`config.mk`:
```
export PLATFORM = sky130hd
export DESIGN_NAME = fic_top
export DESIGN_NICKNAME = d
export VERILOG_FILES = /design/src/fic_pkg.sv /design/src/fic_sq_if.sv /design/src/fic_seq.sv /design/src/fic_top.sv
export SDC_FILE = /design/constraint.sdc
export NUM_CORES = 1
export LEC_CHECK = 0
export BUFFER_PORTS_ARGS = -buffer_cell sky130_fd_sc_hd__buf_2
export CORE_MARGIN = 3
export CORE_UTILIZATION = 55
export DETAILED_ROUTE_END_ITERATION = 8
export GPL_ROUTABILITY_DRIVEN = 0
export PLACE_DENSITY = 0.81
export SYNTH_ARGS = -nofsm -noshare
export SYNTH_HDL_FRONTEND = slang
export SYNTH_SLANG_ARGS = --single-unit
export TNS_END_PERCENT = 1
```
`constraint.sdc`:
```
create_clock -name mclk -period 2.8 [get_ports mclk]
set_input_delay 0.42 -clock mclk [delete_from_list [all_inputs] [get_ports mclk]]
set_output_delay 0.42 -clock mclk [all_outputs]
set_load 0.03 [all_outputs]
```
`src/fic_pkg.sv`:
```
// Purpose: Shared constants and types of the flash ISP entry control block
// Assumes: Registers are word indices on AXI4-Lite; byte address is four times the index
// Notes: Instruction cycle is mclk divided by ICYC_DIV
package fic_pkg;
	// ************************************************************
	// Timing and keys
	// ************************************************************
	localparam int unsigned MCLK_HZ = 200000000;
	localparam int unsigned ICYC_DIV = 10;
	localparam logic [3:0] ICYC_LAST = 4'(ICYC_DIV - 1);
	localparam logic [2:0] KEY_WINDOW = 3'h6;
	localparam logic [3:0] KEY_AGE_MAX = 4'hf;
	localparam logic [9:0] WD_SVC_LAST = 10'h1f3;
	localparam logic [7:0] KEY_VALUE = 8'h98;
	localparam logic [7:0] MASS_KEY = 8'h55;
	// ************************************************************
	// Register indices and status bits
	// ************************************************************
	localparam logic [7:0] IDX_ADDR_LO = 8'ha8;
	localparam logic [7:0] IDX_ADDR_HI = 8'ha9;
	localparam logic [7:0] IDX_RD_DATA = 8'haa;
	localparam logic [7:0] IDX_WR_DATA = 8'hab;
	localparam logic [7:0] IDX_TIMING = 8'he1;
	localparam logic [7:0] IDX_UNLOCK = 8'he2;
	localparam logic [7:0] IDX_COUNT = 8'hf1;
	localparam logic [7:0] IDX_STATUS = 8'hc0;
	localparam int unsigned SB_IGNORED = 3;
	localparam int unsigned SB_REFUSED = 4;
	localparam int unsigned SB_MASSKEY = 5;
	localparam logic [1:0] RESP_OKAY = 2'h0;
	localparam logic [1:0] RESP_SLVERR = 2'h2;
	// ************************************************************
	// Entry points and serial commands
	// ************************************************************
	localparam logic [7:0] EP_PAGE = 8'h17;
	localparam logic [7:0] EP_MASS = 8'h1a;
	localparam logic [7:0] EP_READ = 8'h11;
	localparam logic [7:0] EP_BLK_RD = 8'h26;
	localparam logic [7:0] EP_WRITE = 8'h14;
	localparam logic [7:0] EP_BLK_WR = 8'h23;
	localparam logic [7:0] EP_EXIT = 8'h62;
	localparam logic [7:0] EP_SERIAL = 8'h00;
	localparam logic [7:0] SCMD_WR_TIMING = 8'h70;
	localparam logic [7:0] SCMD_RD_OPTION = 8'h71;
	// ************************************************************
	// Types
	// ************************************************************
	typedef enum logic [1:0] {FL_READ, FL_WRITE, FL_PAGE, FL_MASS} fic_flop_type;
	typedef enum logic [1:0] {FIC_IDLE, FIC_RUN, FIC_SER_IDLE, FIC_SER_RUN} fic_state_type;
	typedef enum logic [1:0] {SQ_IDLE, SQ_LOAD, SQ_WAIT, SQ_STEP} fic_sq_state_type;
	typedef struct packed {
		fic_state_type state;
		logic awready, wready, bvalid, arready, rvalid, aw_got, w_got, wlane;
		logic [1:0] bresp, rresp;
		logic [9:0] awidx, wd_cnt;
		logic [7:0] wbyte, rdata, addr_lo, addr_hi, rd_data, wr_data, timing, key, count;
		logic [7:0] xptr, cmd, irq_lat, irq_pend, ser_rdata;
		logic [3:0] div, key_age;
		logic [2:0] key_cnt;
		logic icyc, key_ok, active, seq_start, irq_block, wdog_service, wdog_lower;
		logic call_done, reset_req, ser_ack, ser_refused, f_ignored, f_refused, f_masskey;
	} fic_top_type;
	typedef struct packed {
		fic_sq_state_type state;
		fic_flop_type op;
		logic done, blk, fl_req, ram_we;
		logic [15:0] fl_addr;
		logic [7:0] fl_wdata, rdata, ram_addr, ram_wdata, left, cnt_lat, acks;
	} fic_seq_type;
	function automatic logic fic_is_op(input logic [7:0] c);
		fic_is_op = (c == EP_READ) || (c == EP_WRITE) || (c == EP_PAGE) || (c == EP_MASS)
			|| (c == EP_BLK_RD) || (c == EP_BLK_WR);
	endfunction
	function automatic logic fic_sec_ok(input logic [7:0] c);
		fic_sec_ok = (c == EP_MASS) || (c == SCMD_WR_TIMING) || (c == SCMD_RD_OPTION);
	endfunction
	function automatic logic fic_hit(input logic [9:0] a, input logic [7:0] idx);
		fic_hit = (a == {2'h0, idx});
	endfunction
endpackage

```
`src/fic_sq_if.sv`:
```
// Purpose: Carries one flash operation from the entry control to the sequencer
// Assumes: start and done are one-cycle pulses
// Notes: Parameters must be stable while start is high
`timescale 1ns/100ps
interface fic_sq_if;
	logic start;
	logic [7:0] cmd;
	logic [15:0] addr;
	logic [7:0] wdata;
	logic [7:0] count;
	logic [7:0] xptr;
	logic done;
	logic [7:0] rdata;
	modport ctl (output start, cmd, addr, wdata, count, xptr, input done, rdata);
	modport seq (input start, cmd, addr, wdata, count, xptr, output done, rdata);
endinterface

```
`src/fic_seq.sv`:
```
// Purpose: Turns one ISP command into flash byte operations and RAM moves
// Assumes: ram_rdata is a combinational read of ram_addr; fl_ack is a one-cycle pulse
// Notes: Block range limits are left to software
`timescale 1ns/100ps
module fic_seq (
	input wire logic mclk,
	input wire logic rst,
	fic_sq_if.seq sq,
	output logic fl_req,
	output logic [1:0] fl_op,
	output logic [15:0] fl_addr,
	output logic [7:0] fl_wdata,
	input wire logic fl_ack,
	input wire logic [7:0] fl_rdata,
	output logic [7:0] ram_addr,
	output logic ram_we,
	output logic [7:0] ram_wdata,
	input wire logic [7:0] ram_rdata
);
	fic_pkg::fic_seq_type st;
	fic_pkg::fic_seq_type nx;

	always_comb
	begin
		nx = st;
		nx.done = 1'h0;
		nx.ram_we = 1'h0;
		case (st.state)
		fic_pkg::SQ_IDLE:
		begin
			if (sq.start)
			begin
				nx.fl_addr = sq.addr;
				nx.ram_addr = sq.xptr;
				nx.fl_wdata = sq.wdata;
				nx.blk = (sq.cmd == fic_pkg::EP_BLK_RD) || (sq.cmd == fic_pkg::EP_BLK_WR);
				nx.left = nx.blk ? sq.count : 8'h01;
				nx.cnt_lat = nx.left;
				nx.acks = 8'h00;
				if ((sq.cmd == fic_pkg::EP_READ) || (sq.cmd == fic_pkg::EP_BLK_RD))
					nx.op = fic_pkg::FL_READ;
				else if ((sq.cmd == fic_pkg::EP_WRITE) || (sq.cmd == fic_pkg::EP_BLK_WR))
					nx.op = fic_pkg::FL_WRITE;
				else if (sq.cmd == fic_pkg::EP_PAGE)
					nx.op = fic_pkg::FL_PAGE;
				else
					nx.op = fic_pkg::FL_MASS;
				if (nx.left == 8'h00)
					nx.done = 1'h1;
				else if (sq.cmd == fic_pkg::EP_BLK_WR)
					nx.state = fic_pkg::SQ_LOAD;
				else
				begin
					nx.fl_req = 1'h1;
					nx.state = fic_pkg::SQ_WAIT;
				end
			end
		end
		fic_pkg::SQ_LOAD:
		begin
			nx.fl_wdata = ram_rdata;
			nx.fl_req = 1'h1;
			nx.state = fic_pkg::SQ_WAIT;
		end
		fic_pkg::SQ_WAIT:
		begin
			if (fl_ack)
			begin
				nx.fl_req = 1'h0;
				nx.acks = st.acks + 8'h01;
				nx.left = st.left - 8'h01;
				if (st.op == fic_pkg::FL_READ)
				begin
					nx.rdata = fl_rdata;
					nx.ram_we = st.blk;
					nx.ram_wdata = fl_rdata;
				end
				if (st.left == 8'h01)
				begin
					nx.done = 1'h1;
					nx.state = fic_pkg::SQ_IDLE;
				end
				else
					nx.state = fic_pkg::SQ_STEP;
			end
		end
		default:
		begin
			// Step after the RAM write so it lands on the old address
			nx.fl_addr = st.fl_addr + 16'h0001;
			nx.ram_addr = st.ram_addr + 8'h01;
			if (st.op == fic_pkg::FL_WRITE)
				nx.state = fic_pkg::SQ_LOAD;
			else
			begin
				nx.fl_req = 1'h1;
				nx.state = fic_pkg::SQ_WAIT;
			end
		end
		endcase
	end

	always_ff @(posedge mclk)
	begin
		if (rst)
			st <= '0;
		else
			st <= nx;
	end

	assign fl_req = st.fl_req;
	assign fl_op = st.op;
	assign fl_addr = st.fl_addr;
	assign fl_wdata = st.fl_wdata;
	assign ram_addr = st.ram_addr;
	assign ram_we = st.ram_we;
	assign ram_wdata = st.ram_wdata;
	assign sq.done = st.done;
	assign sq.rdata = st.rdata;
endmodule

```
`src/fic_top.sv`:
```
// Purpose: Key-gated entry into boot-ROM ISP operations on the on-chip flash
// Assumes: Core signals are synchronous to mclk; irq_src bits are event pulses
// Notes: Registers sit on AXI4-Lite at byte address four times the index
`timescale 1ns/100ps
// Contract
// A call counts as ISP entry only within 6 instruction cycles of the unlock write.
// Software writes the fixed unlock value before the call.
// Flash address is high byte and low byte in two adjacent registers.
// Software loads the write-data register before a single-byte write.
// Single-byte read leaves the fetched byte in the read-data register.
// Block read and write take their length from the byte-count register.
// Software loads write timing before any flash write or erase.
// Software holds the mass-erase confirmation in the accumulator.
// ISP blocks interrupt servicing and leaves the global enable alone.
// Interrupts held during ISP are serviced after return when globally enabled.
// A second request from an already pending source during ISP is dropped.
// An interrupt serviced between unlock and call voids the unlock.
// Software should disable interrupts before writing the unlock value.
// Serial mode checks the security bit before each command.
// Secured serial mode accepts only mass erase, timing write, option read.
// User entry points do no security check.
// ISP keeps servicing the watchdog inside its upper window.
// Return services the watchdog and opens the lower window; software follows.
// Block writes must not cross a half-page or page boundary.
// A location must be erased between two writes to it.
// Mass-erase confirmation code is 0x55.
// Block write count is 0 to 16 and stays inside 64 bytes.
// Exit command ends the session by resetting the device.
// A call without a live unlock is ignored and touches no flash.
module fic_top (
	input wire logic mclk,
	input wire logic rst,
	input wire logic [11:0] s_axi_awaddr,
	input wire logic s_axi_awvalid,
	output logic s_axi_awready,
	input wire logic [31:0] s_axi_wdata,
	input wire logic [3:0] s_axi_wstrb,
	input wire logic s_axi_wvalid,
	output logic s_axi_wready,
	output logic [1:0] s_axi_bresp,
	output logic s_axi_bvalid,
	input wire logic s_axi_bready,
	input wire logic [11:0] s_axi_araddr,
	input wire logic s_axi_arvalid,
	output logic s_axi_arready,
	output logic [31:0] s_axi_rdata,
	output logic [1:0] s_axi_rresp,
	output logic s_axi_rvalid,
	input wire logic s_axi_rready,
	input wire logic call_valid,
	input wire logic [7:0] call_entry,
	input wire logic [7:0] call_acc,
	input wire logic [7:0] call_xptr,
	input wire logic irq_taken,
	input wire logic global_irq_enable,
	input wire logic [7:0] irq_src,
	output logic [7:0] irq_pend,
	output logic irq_block,
	output logic isp_busy,
	output logic call_done,
	input wire logic ser_valid,
	input wire logic [7:0] ser_cmd,
	input wire logic [7:0] ser_data,
	input wire logic security_bit,
	input wire logic [7:0] option_value,
	output logic ser_ack,
	output logic ser_refused,
	output logic [7:0] ser_rdata,
	output logic wdog_service,
	output logic wdog_lower_en,
	output logic reset_req,
	output logic fl_req,
	output logic [1:0] fl_op,
	output logic [15:0] fl_addr,
	output logic [7:0] fl_wdata,
	output logic [7:0] fl_timing,
	input wire logic fl_ack,
	input wire logic [7:0] fl_rdata,
	output logic [7:0] ram_addr,
	output logic ram_we,
	output logic [7:0] ram_wdata,
	input wire logic [7:0] ram_rdata
);
	fic_pkg::fic_top_type st;
	fic_pkg::fic_top_type nx;
	logic key_live;
	logic [7:0] status;
	fic_sq_if sq ();

	// ************************************************************
	// Sequencer
	// ************************************************************
	fic_seq u_seq (
		.mclk(mclk),
		.rst(rst),
		.sq(sq.seq),
		.fl_req(fl_req),
		.fl_op(fl_op),
		.fl_addr(fl_addr),
		.fl_wdata(fl_wdata),
		.fl_ack(fl_ack),
		.fl_rdata(fl_rdata),
		.ram_addr(ram_addr),
		.ram_we(ram_we),
		.ram_wdata(ram_wdata),
		.ram_rdata(ram_rdata)
	);
	assign sq.start = st.seq_start;
	assign sq.cmd = st.cmd;
	assign sq.addr = {st.addr_hi, st.addr_lo};
	assign sq.wdata = st.wr_data;
	assign sq.count = st.count;
	assign sq.xptr = st.xptr;

	// An interrupt taken this cycle voids the key before the call sees it
	assign key_live = st.key_ok && !irq_taken;
	assign status = {security_bit, global_irq_enable, st.f_masskey, st.f_refused, st.f_ignored,
		st.key_ok, (st.state == fic_pkg::FIC_SER_IDLE) || (st.state == fic_pkg::FIC_SER_RUN),
		st.active};

	// ************************************************************
	// Next state
	// ************************************************************
	always_comb
	begin
		nx = st;
		nx.icyc = 1'h0;
		nx.seq_start = 1'h0;
		nx.wdog_service = 1'h0;
		nx.wdog_lower = 1'h0;
		nx.call_done = 1'h0;
		nx.reset_req = 1'h0;
		nx.ser_ack = 1'h0;
		nx.ser_refused = 1'h0;
		if (st.div == fic_pkg::ICYC_LAST)
		begin
			nx.div = 4'h0;
			nx.icyc = 1'h1;
		end
		else
			nx.div = st.div + 4'h1;
		if (st.icyc && st.key_ok)
		begin
			if (st.key_cnt == 3'h0)
				nx.key_ok = 1'h0;
			else
				nx.key_cnt = st.key_cnt - 3'h1;
		end
		if (st.icyc && (st.key_age != fic_pkg::KEY_AGE_MAX))
			nx.key_age = st.key_age + 4'h1;
		// Bus write: address and data are taken in either order
		if (s_axi_awvalid && st.awready)
		begin
			nx.aw_got = 1'h1;
			nx.awidx = s_axi_awaddr[11:2];
		end
		if (s_axi_wvalid && st.wready)
		begin
			nx.w_got = 1'h1;
			nx.wbyte = s_axi_wdata[7:0];
			nx.wlane = s_axi_wstrb[0];
		end
		if (st.aw_got && st.w_got && !st.bvalid)
		begin
			nx.aw_got = 1'h0;
			nx.w_got = 1'h0;
			nx.bvalid = 1'h1;
			nx.bresp = fic_pkg::RESP_OKAY;
			if (fic_pkg::fic_hit(st.awidx, fic_pkg::IDX_ADDR_LO))
			begin
				if (st.wlane)
					nx.addr_lo = st.wbyte;
			end
			else if (fic_pkg::fic_hit(st.awidx, fic_pkg::IDX_ADDR_HI))
			begin
				if (st.wlane)
					nx.addr_hi = st.wbyte;
			end
			else if (fic_pkg::fic_hit(st.awidx, fic_pkg::IDX_RD_DATA))
			begin
				if (st.wlane)
					nx.rd_data = st.wbyte;
			end
			else if (fic_pkg::fic_hit(st.awidx, fic_pkg::IDX_WR_DATA))
			begin
				if (st.wlane)
					nx.wr_data = st.wbyte;
			end
			else if (fic_pkg::fic_hit(st.awidx, fic_pkg::IDX_TIMING))
			begin
				if (st.wlane)
					nx.timing = st.wbyte;
			end
			else if (fic_pkg::fic_hit(st.awidx, fic_pkg::IDX_UNLOCK))
			begin
				if (st.wlane)
				begin
					nx.key = st.wbyte;
					nx.key_ok = (st.wbyte == fic_pkg::KEY_VALUE);
					nx.key_cnt = fic_pkg::KEY_WINDOW;
					nx.key_age = 4'h0;
				end
			end
			else if (fic_pkg::fic_hit(st.awidx, fic_pkg::IDX_COUNT))
			begin
				if (st.wlane)
					nx.count = st.wbyte;
			end
			else if (fic_pkg::fic_hit(st.awidx, fic_pkg::IDX_STATUS))
			begin
				// Clears come first so a flag set below in the same cycle survives
				if (st.wlane && st.wbyte[fic_pkg::SB_IGNORED])
					nx.f_ignored = 1'h0;
				if (st.wlane && st.wbyte[fic_pkg::SB_REFUSED])
					nx.f_refused = 1'h0;
				if (st.wlane && st.wbyte[fic_pkg::SB_MASSKEY])
					nx.f_masskey = 1'h0;
			end
			else
				nx.bresp = fic_pkg::RESP_SLVERR;
		end
		if (st.bvalid && s_axi_bready)
			nx.bvalid = 1'h0;
		if (s_axi_arvalid && st.arready)
		begin
			nx.rvalid = 1'h1;
			nx.rresp = fic_pkg::RESP_OKAY;
			if (fic_pkg::fic_hit(s_axi_araddr[11:2], fic_pkg::IDX_ADDR_LO))
				nx.rdata = st.addr_lo;
			else if (fic_pkg::fic_hit(s_axi_araddr[11:2], fic_pkg::IDX_ADDR_HI))
				nx.rdata = st.addr_hi;
			else if (fic_pkg::fic_hit(s_axi_araddr[11:2], fic_pkg::IDX_RD_DATA))
				nx.rdata = st.rd_data;
			else if (fic_pkg::fic_hit(s_axi_araddr[11:2], fic_pkg::IDX_WR_DATA))
				nx.rdata = st.wr_data;
			else if (fic_pkg::fic_hit(s_axi_araddr[11:2], fic_pkg::IDX_TIMING))
				nx.rdata = st.timing;
			else if (fic_pkg::fic_hit(s_axi_araddr[11:2], fic_pkg::IDX_UNLOCK))
				nx.rdata = st.key;
			else if (fic_pkg::fic_hit(s_axi_araddr[11:2], fic_pkg::IDX_COUNT))
				nx.rdata = st.count;
			else if (fic_pkg::fic_hit(s_axi_araddr[11:2], fic_pkg::IDX_STATUS))
				nx.rdata = status;
			else
			begin
				nx.rdata = 8'h00;
				nx.rresp = fic_pkg::RESP_SLVERR;
			end
		end
		if (st.rvalid && s_axi_rready)
			nx.rvalid = 1'h0;
		if (irq_taken)
			nx.key_ok = 1'h0;
		// ************************************************************
		// ISP session control
		// ************************************************************
		case (st.state)
		fic_pkg::FIC_IDLE:
		begin
			if (call_valid && key_live)
			begin
				// User entry points run every command regardless of security
				nx.key_ok = 1'h0;
				nx.xptr = call_xptr;
				nx.cmd = call_entry;
				if (call_entry == fic_pkg::EP_EXIT)
					nx.reset_req = 1'h1;
				else if (call_entry == fic_pkg::EP_SERIAL)
				begin
					nx.state = fic_pkg::FIC_SER_IDLE;
					nx.active = 1'h1;
				end
				else if ((call_entry == fic_pkg::EP_MASS) && (call_acc != fic_pkg::MASS_KEY))
				begin
					nx.f_masskey = 1'h1;
					nx.call_done = 1'h1;
				end
				else if (fic_pkg::fic_is_op(call_entry))
				begin
					nx.seq_start = 1'h1;
					nx.state = fic_pkg::FIC_RUN;
					nx.active = 1'h1;
				end
				else
					nx.call_done = 1'h1;
			end
			else if (call_valid)
				nx.f_ignored = 1'h1;
		end
		fic_pkg::FIC_RUN:
		begin
			if (sq.done)
			begin
				nx.state = fic_pkg::FIC_IDLE;
				nx.active = 1'h0;
				nx.call_done = 1'h1;
				if (st.cmd == fic_pkg::EP_READ)
					nx.rd_data = sq.rdata;
			end
		end
		fic_pkg::FIC_SER_IDLE:
		begin
			if (ser_valid)
			begin
				nx.cmd = ser_cmd;
				if (security_bit && !fic_pkg::fic_sec_ok(ser_cmd))
				begin
					nx.ser_refused = 1'h1;
					nx.ser_ack = 1'h1;
					nx.f_refused = 1'h1;
				end
				else if (ser_cmd == fic_pkg::SCMD_WR_TIMING)
				begin
					nx.timing = ser_data;
					nx.ser_ack = 1'h1;
				end
				else if (ser_cmd == fic_pkg::SCMD_RD_OPTION)
				begin
					nx.ser_rdata = option_value;
					nx.ser_ack = 1'h1;
				end
				else if (ser_cmd == fic_pkg::EP_EXIT)
				begin
					nx.reset_req = 1'h1;
					nx.state = fic_pkg::FIC_IDLE;
					nx.active = 1'h0;
				end
				else if (fic_pkg::fic_is_op(ser_cmd))
				begin
					nx.seq_start = 1'h1;
					nx.state = fic_pkg::FIC_SER_RUN;
				end
				else
					nx.ser_ack = 1'h1;
			end
		end
		default:
		begin
			if (sq.done)
			begin
				nx.state = fic_pkg::FIC_SER_IDLE;
				nx.ser_ack = 1'h1;
				nx.ser_rdata = sq.rdata;
				if (st.cmd == fic_pkg::EP_READ)
					nx.rd_data = sq.rdata;
			end
		end
		endcase
		// Watchdog kept alive through long erases
		if (!st.active)
			nx.wd_cnt = 10'h000;
		else if (st.icyc && (st.wd_cnt == fic_pkg::WD_SVC_LAST))
		begin
			nx.wd_cnt = 10'h000;
			nx.wdog_service = 1'h1;
		end
		else if (st.icyc)
			nx.wd_cnt = st.wd_cnt + 10'h001;
		if (nx.call_done)
		begin
			nx.wdog_service = 1'h1;
			nx.wdog_lower = 1'h1;
		end
		// A bit per source: a repeat while held merges into the one pending
		if (st.active)
		begin
			nx.irq_pend = 8'h00;
			nx.irq_lat = st.irq_lat | irq_src;
		end
		else
		begin
			nx.irq_pend = st.irq_lat | irq_src;
			nx.irq_lat = 8'h00;
		end
		nx.irq_block = nx.active;
		nx.awready = !nx.aw_got && !nx.bvalid;
		nx.wready = !nx.w_got && !nx.bvalid;
		nx.arready = !nx.rvalid;
	end

	always_ff @(posedge mclk)
	begin
		if (rst)
			st <= '0;
		else
			st <= nx;
	end

	assign s_axi_awready = st.awready;
	assign s_axi_wready = st.wready;
	assign s_axi_bresp = st.bresp;
	assign s_axi_bvalid = st.bvalid;
	assign s_axi_arready = st.arready;
	assign s_axi_rdata = {24'h000000, st.rdata};
	assign s_axi_rresp = st.rresp;
	assign s_axi_rvalid = st.rvalid;
	assign irq_pend = st.irq_pend;
	assign irq_block = st.irq_block;
	assign isp_busy = st.active;
	assign call_done = st.call_done;
	assign ser_ack = st.ser_ack;
	assign ser_refused = st.ser_refused;
	assign ser_rdata = st.ser_rdata;
	assign wdog_service = st.wdog_service;
	assign wdog_lower_en = st.wdog_lower;
	assign reset_req = st.reset_req;
	assign fl_timing = st.timing;
endmodule

```
# Yosys cells after proc, flatten, opt, wreduce, memory -nomap -nowiden
# Cells that the tools add are included.
# totals
regBits,234
input_bits,145
wordCells,417
latch_bits,0
n_memories,0
mem_bits_ro,0
out_inout_bits,117
ram_bits,0
# op_classes
div,0
n_bitwise,15
shift,0
n_eq_ne,66
n_lt_le_gt_ge,0
n_reduce_logical,80
muxes,194
n_addsub,7
mul,0
# ops
cell,n
$mux 8,36
$eq 10x8->1 const B,16
$mux 40,3
$mux 2,48
$eq 8x5->1 const B,11
$pmux 8 s2,5
$mux 24,3
$mux 1,64
$mux 7,9
$eq 8x6->1 const B,6
$mux 3,13
$eq 8x7->1 const B,4
$mux 32,1
$pmux 16 s2,1
$reduce_and 11->1,2
$ne 2x2->1 const B,10
$logic_and 1x1->1,19
$add 16x1->16 const B,1
$logic_not 8->1,2
$logic_or 1x1->1,16
$mux 16,1
$reduce_and 3->1,5
$not 1->1,14
$pmux 2 s3,2
34 further kinds,70

# Logic depth before layout (Yosys ltp)
# logic_depth
word_depth,16
ltp_mapped,9
ltp_nobuf,8

# Hierarchy
# From an unflattened synthesis, not the netlist that was laid out.
# unflattened
cells_unflattened,1406
area_unflattened_um2,11717.5
# modules_own_cells
mod,area_each_um2,cells_each,seq_area_each_um2,instances
fic_top,8007.7,946,3263.1,1
fic_seq,3709.8,460,1121.1,1

# Worst setup path after synthesis
# OpenSTA, ideal clock, no wires.
# synth_path
path_type,register -> register
from,reg st[149] (netlist name)
to,reg st[102] (netlist name)
t_arrival_ns,1.997
synth_period_minus_slack_ns,2.083
setup_ns,0.086
slack_ns,0.717
t_required_ns,2.714
n_path_buf,2
path_stages_with_launch,9
path_cell_list,dfxtp_1 > or3_4 > or4_4 > nor2_2 > buf_4 > nand3b_2 > buf_6 > mux2i_1 > a211oi_1
# synth_between
elab_chain_cells,8
word_cells_on_any_way,10
classes_between,3 x eq/ne; 7 x mux
# synth_lines
element,line,text
from (decl),fic_top.sv:84,fic_pkg::fic_top_type st;
from (signal assigned),fic_top.sv:386,st <= nx;
$eq 10x8->1,fic_pkg.sv:78,"fic_hit = (a == {2'h0, idx});"
$mux 8,fic_top.sv:179,"else if (fic_pkg::fic_hit(st.awidx, fic_pkg::IDX_RD_DATA))"
$mux 40,fic_top.sv:174,"else if (fic_pkg::fic_hit(st.awidx, fic_pkg::IDX_ADDR_HI))"
$mux 40 *,fic_top.sv:169,"if (fic_pkg::fic_hit(st.awidx, fic_pkg::IDX_ADDR_LO))"
$mux 40 *,fic_top.sv:163,if (st.aw_got && st.w_got && !st.bvalid)
$mux 8,"fic_top.sv:297, fic_top.sv:344",
$mux 8,fic_top.sv:292,if (sq.done)
$mux 8 *,--,
# Every way passes the cells marked *; elsewhere a longest branch is shown, timed or not.
# A chain may end at the register's enable or synchronous reset.

# Final worst setup path
# layout_path
from,reg st[149] (netlist name)
to,reg st (netlist bit sq.wdata[2])
# layout_between
elab_chain_cells,3
word_cells_on_any_way,8
classes_between,4 x eq/ne; 3 x bitwise; 1 x reduce/logical
# layout_lines
element,line
$eq 10x8->1,fic_pkg.sv:78
$not 1->1 (no line),--
$reduce_and 6->1 (no line) *,--
# Marks and branches as above.

==> metrics.txt <==
Setup TNS 0 ps; Num CTS Buffers 23; post-synth design cell area 11,300 µm²; WL final 29,800 µm; Initial Util 57.0%; Yosys warning count 0; Setup Fix Bufs, Post-CTS 0; Synth Register Bits 219; mux contribution to synthesized area 6.65%; DR iter-0 viols 842; drt drc 0; Core ar. 19,800 µm²; Startpoint Class register; CP Launch Point st[149]; share of power burned in registers 48.0%; vias in the first global route 9,308; via/cell ratio 5.79; worst hold slack 108 ps; Die Y 149 µm; Worst EP arrival 2850 ps; pin count of the biggest net entering global routing 65; Pwr Total 0.00664 W; cell chosen for the clock root clkbuf_16; Worst-Skew Late Latency 510 ps; CTS sink cnt 219; post-synthesis instance total 1,405; Seq/Total Area, Yosys 38.9%; XOR/XNOR Fraction of Synth Area 1.24%; worst-case clock buffer depth 3; post-synthesis adder-cell area fraction 2.11%; internal cell power 0.00512 W; Synth Area in Simple Gates 22.9%; antenna-violating nets left 0; post-CTS resize count 0; ys async rst share 0%; CTS clock-pin slew for the worst setup and hold paths 60 ps; Psw 0.00152 W; Worst Tran Pin Value 852 ps; Detail Placement HPWL 21,600 µm; H-tree level count 1; gr usage total 25.7%; number of synthesized flops with an enable pin 0; post-synth top area cell dfxtp_1; Die Width 149 µm; 1st-pass router iterations 5; switching share of total power 22.9%; GRT overflow 0; combinational power share 6.5%; Top Ports 262; Final Hold Fails 0; Worst R2R Start st[149]; Final min period 2470 ps; Slew Limit Fails 0; wire length per cell after detailed routing 16.7 µm; setup repair after global routing missed its margin no; initial antenna violation count 1; Hold Path Origin ser_data[6]; Final Core Density 63.5%; Main synth FF type dfxtp_1; Setup Skew 10.9 ps; Crit Path Class register to register; Synth Area in Compound Gates 17.4%; Max Freq 404 MHz; Worst Hold Class input pin to register; Lkg Pwr 4.88 nW; top post-synthesis cells by area dfxtp_1, buf_4, nand2_1, mux2i_1, nor2_1; CP Max Fanout 8; site row count 51; top-count cell post-synth dfxtp_1; CTS tree built; Pwr per Cell Area 528 nW/µm²; worst rel slew slack 43.0%; via count 10,300; number of port buffers 204; part of the power in the clock network 45.5%; Max Cap Violations 0; main combinational cell family by area after synthesis simple AND/OR/NAND/NOR gates; first-pass GRT wire length 47,100 µm; top cell type's share of synthesized area 38.9%; commonest cells in the netlist dfxtp_1, nand2_1, nor2_1; peak supply drop 0.360 mV; Fillers 1,705; layout cell share with drive strength beyond 1 19.3%; Final setup viols 0; Netlist cell types 77; Layout area overhead 11.5%; outcome completed; diode count 0; syn_area_per_cell 8.02 µm²; layout net count 1,667; worst endpoint required time 3180 ps; hold buffers post-CTS 0; period utilization 88.4%; CP Capture Type register; full die area 22,200 µm²
-- through the flow --
stage               setup WS, ps  cell area (µm²)  instances
floorplan                    717            11400       1430
global placement             409            11800       1743
detailed placement           324            11800       1743
CTS                          380            12600       1782
global route                 257            12600       1782
finish                       326            12600       1782
-- metal layers --
metal | up-vias | share of wire [%] | track usage, %
li1 | 5008 | - | -
met1 | 4777 | 43 | 35.3
met2 | 471 | 46 | 41.8
met3 | 55 | 8.7 | 4.04
met4 | 2 | 2.4 | 7.73
met5 | - | 0.023 | 0
-- power by group through the flow --
stage          registers [W]  logic (W)  clock network [W]
2_1_floorplan        0.00325   0.000293                  0
3_5_place_dp         0.00325   0.000423                  0
3_3_place_gp         0.00325   0.000417                  0
6_report             0.00319   0.000430            0.00302
4_1_cts              0.00319   0.000425            0.00306
5_1_grt              0.00319   0.000468            0.00318
-- layout by cell type (no fill, tap or decap), drive strengths merged, types with 12 or more instances in the layout --
master / n
nand3: 42
nand2: 185
nand2b: 13
a21oi: 126
ha: 19
nor4: 15
a22oi: 14
clkbuf: 33
o21ai: 49
a211oi: 41
conb: 26
dfxtp: 219
buf: 232
nor2: 170
nor3: 41
mux2i: 67
nor2b: 12
inv: 29
-- critical path, cell delays in order (launching register included) --
cell	delay, ps
dfxtp_1	310
or3_4	400
or4_4	550
nor2_2	150
and3_1	560
mux2i_1	290
nor2_1	60
-- path summary, 6_finish.rpt --
check	to	slack, ps	depth (start not counted)
max	sq.wdata[2]	330	6
min reg2reg	st[47]	450	2
min	fl_timing[6]	110	3
max reg2reg	sq.wdata[2]	330	6
-- registers in the layout, summed over array words and instances, names as in the netlist, 2 cells and up --
name and flops:
u_seq.sq.rdata 8, st 69, u_seq.ram_addr 8, sq.count 8, sq.xptr 8, sq.addr 16
u_seq.fl_addr 16, u_seq.fl_wdata 8, fl_timing 8, s_axi_rdata 8, irq_pend 8, u_seq.fl_op 2
ser_rdata 8, sq.cmd 8, sq.wdata 8, u_seq.st 11
-- cell type report --
cell class / instances / area [µm²] / share of cell area (%)
Clock buffer: 33 / 663 / 5.28
Clock inverter: 6 / 83.8 / 0.667
Inverter: 28 / 105 / 0.836
Multi-Input combinational cell: 999 / 5770 / 45.9
Sequential cell: 219 / 4380 / 34.9
Tap cell: 265 / 332 / 2.64
Timing Repair Buffer: 232 / 1230 / 9.81
-- kinds of logic (layout without fill, tap and decap cells) --
kind of cell / count (synthesis) / after routing
and+or+nand+nor: 551 / 551
AOI/OAI and AO/OA: 313 / 313
DFF: 219 / 219
buffers and inverters: 212 / 299
muxes: 74 / 74
adders and majority gates: 19 / 19
xor gates and xnor gates: 16 / 16
other: 1 / 26
(Power assumes the default switching activity.)
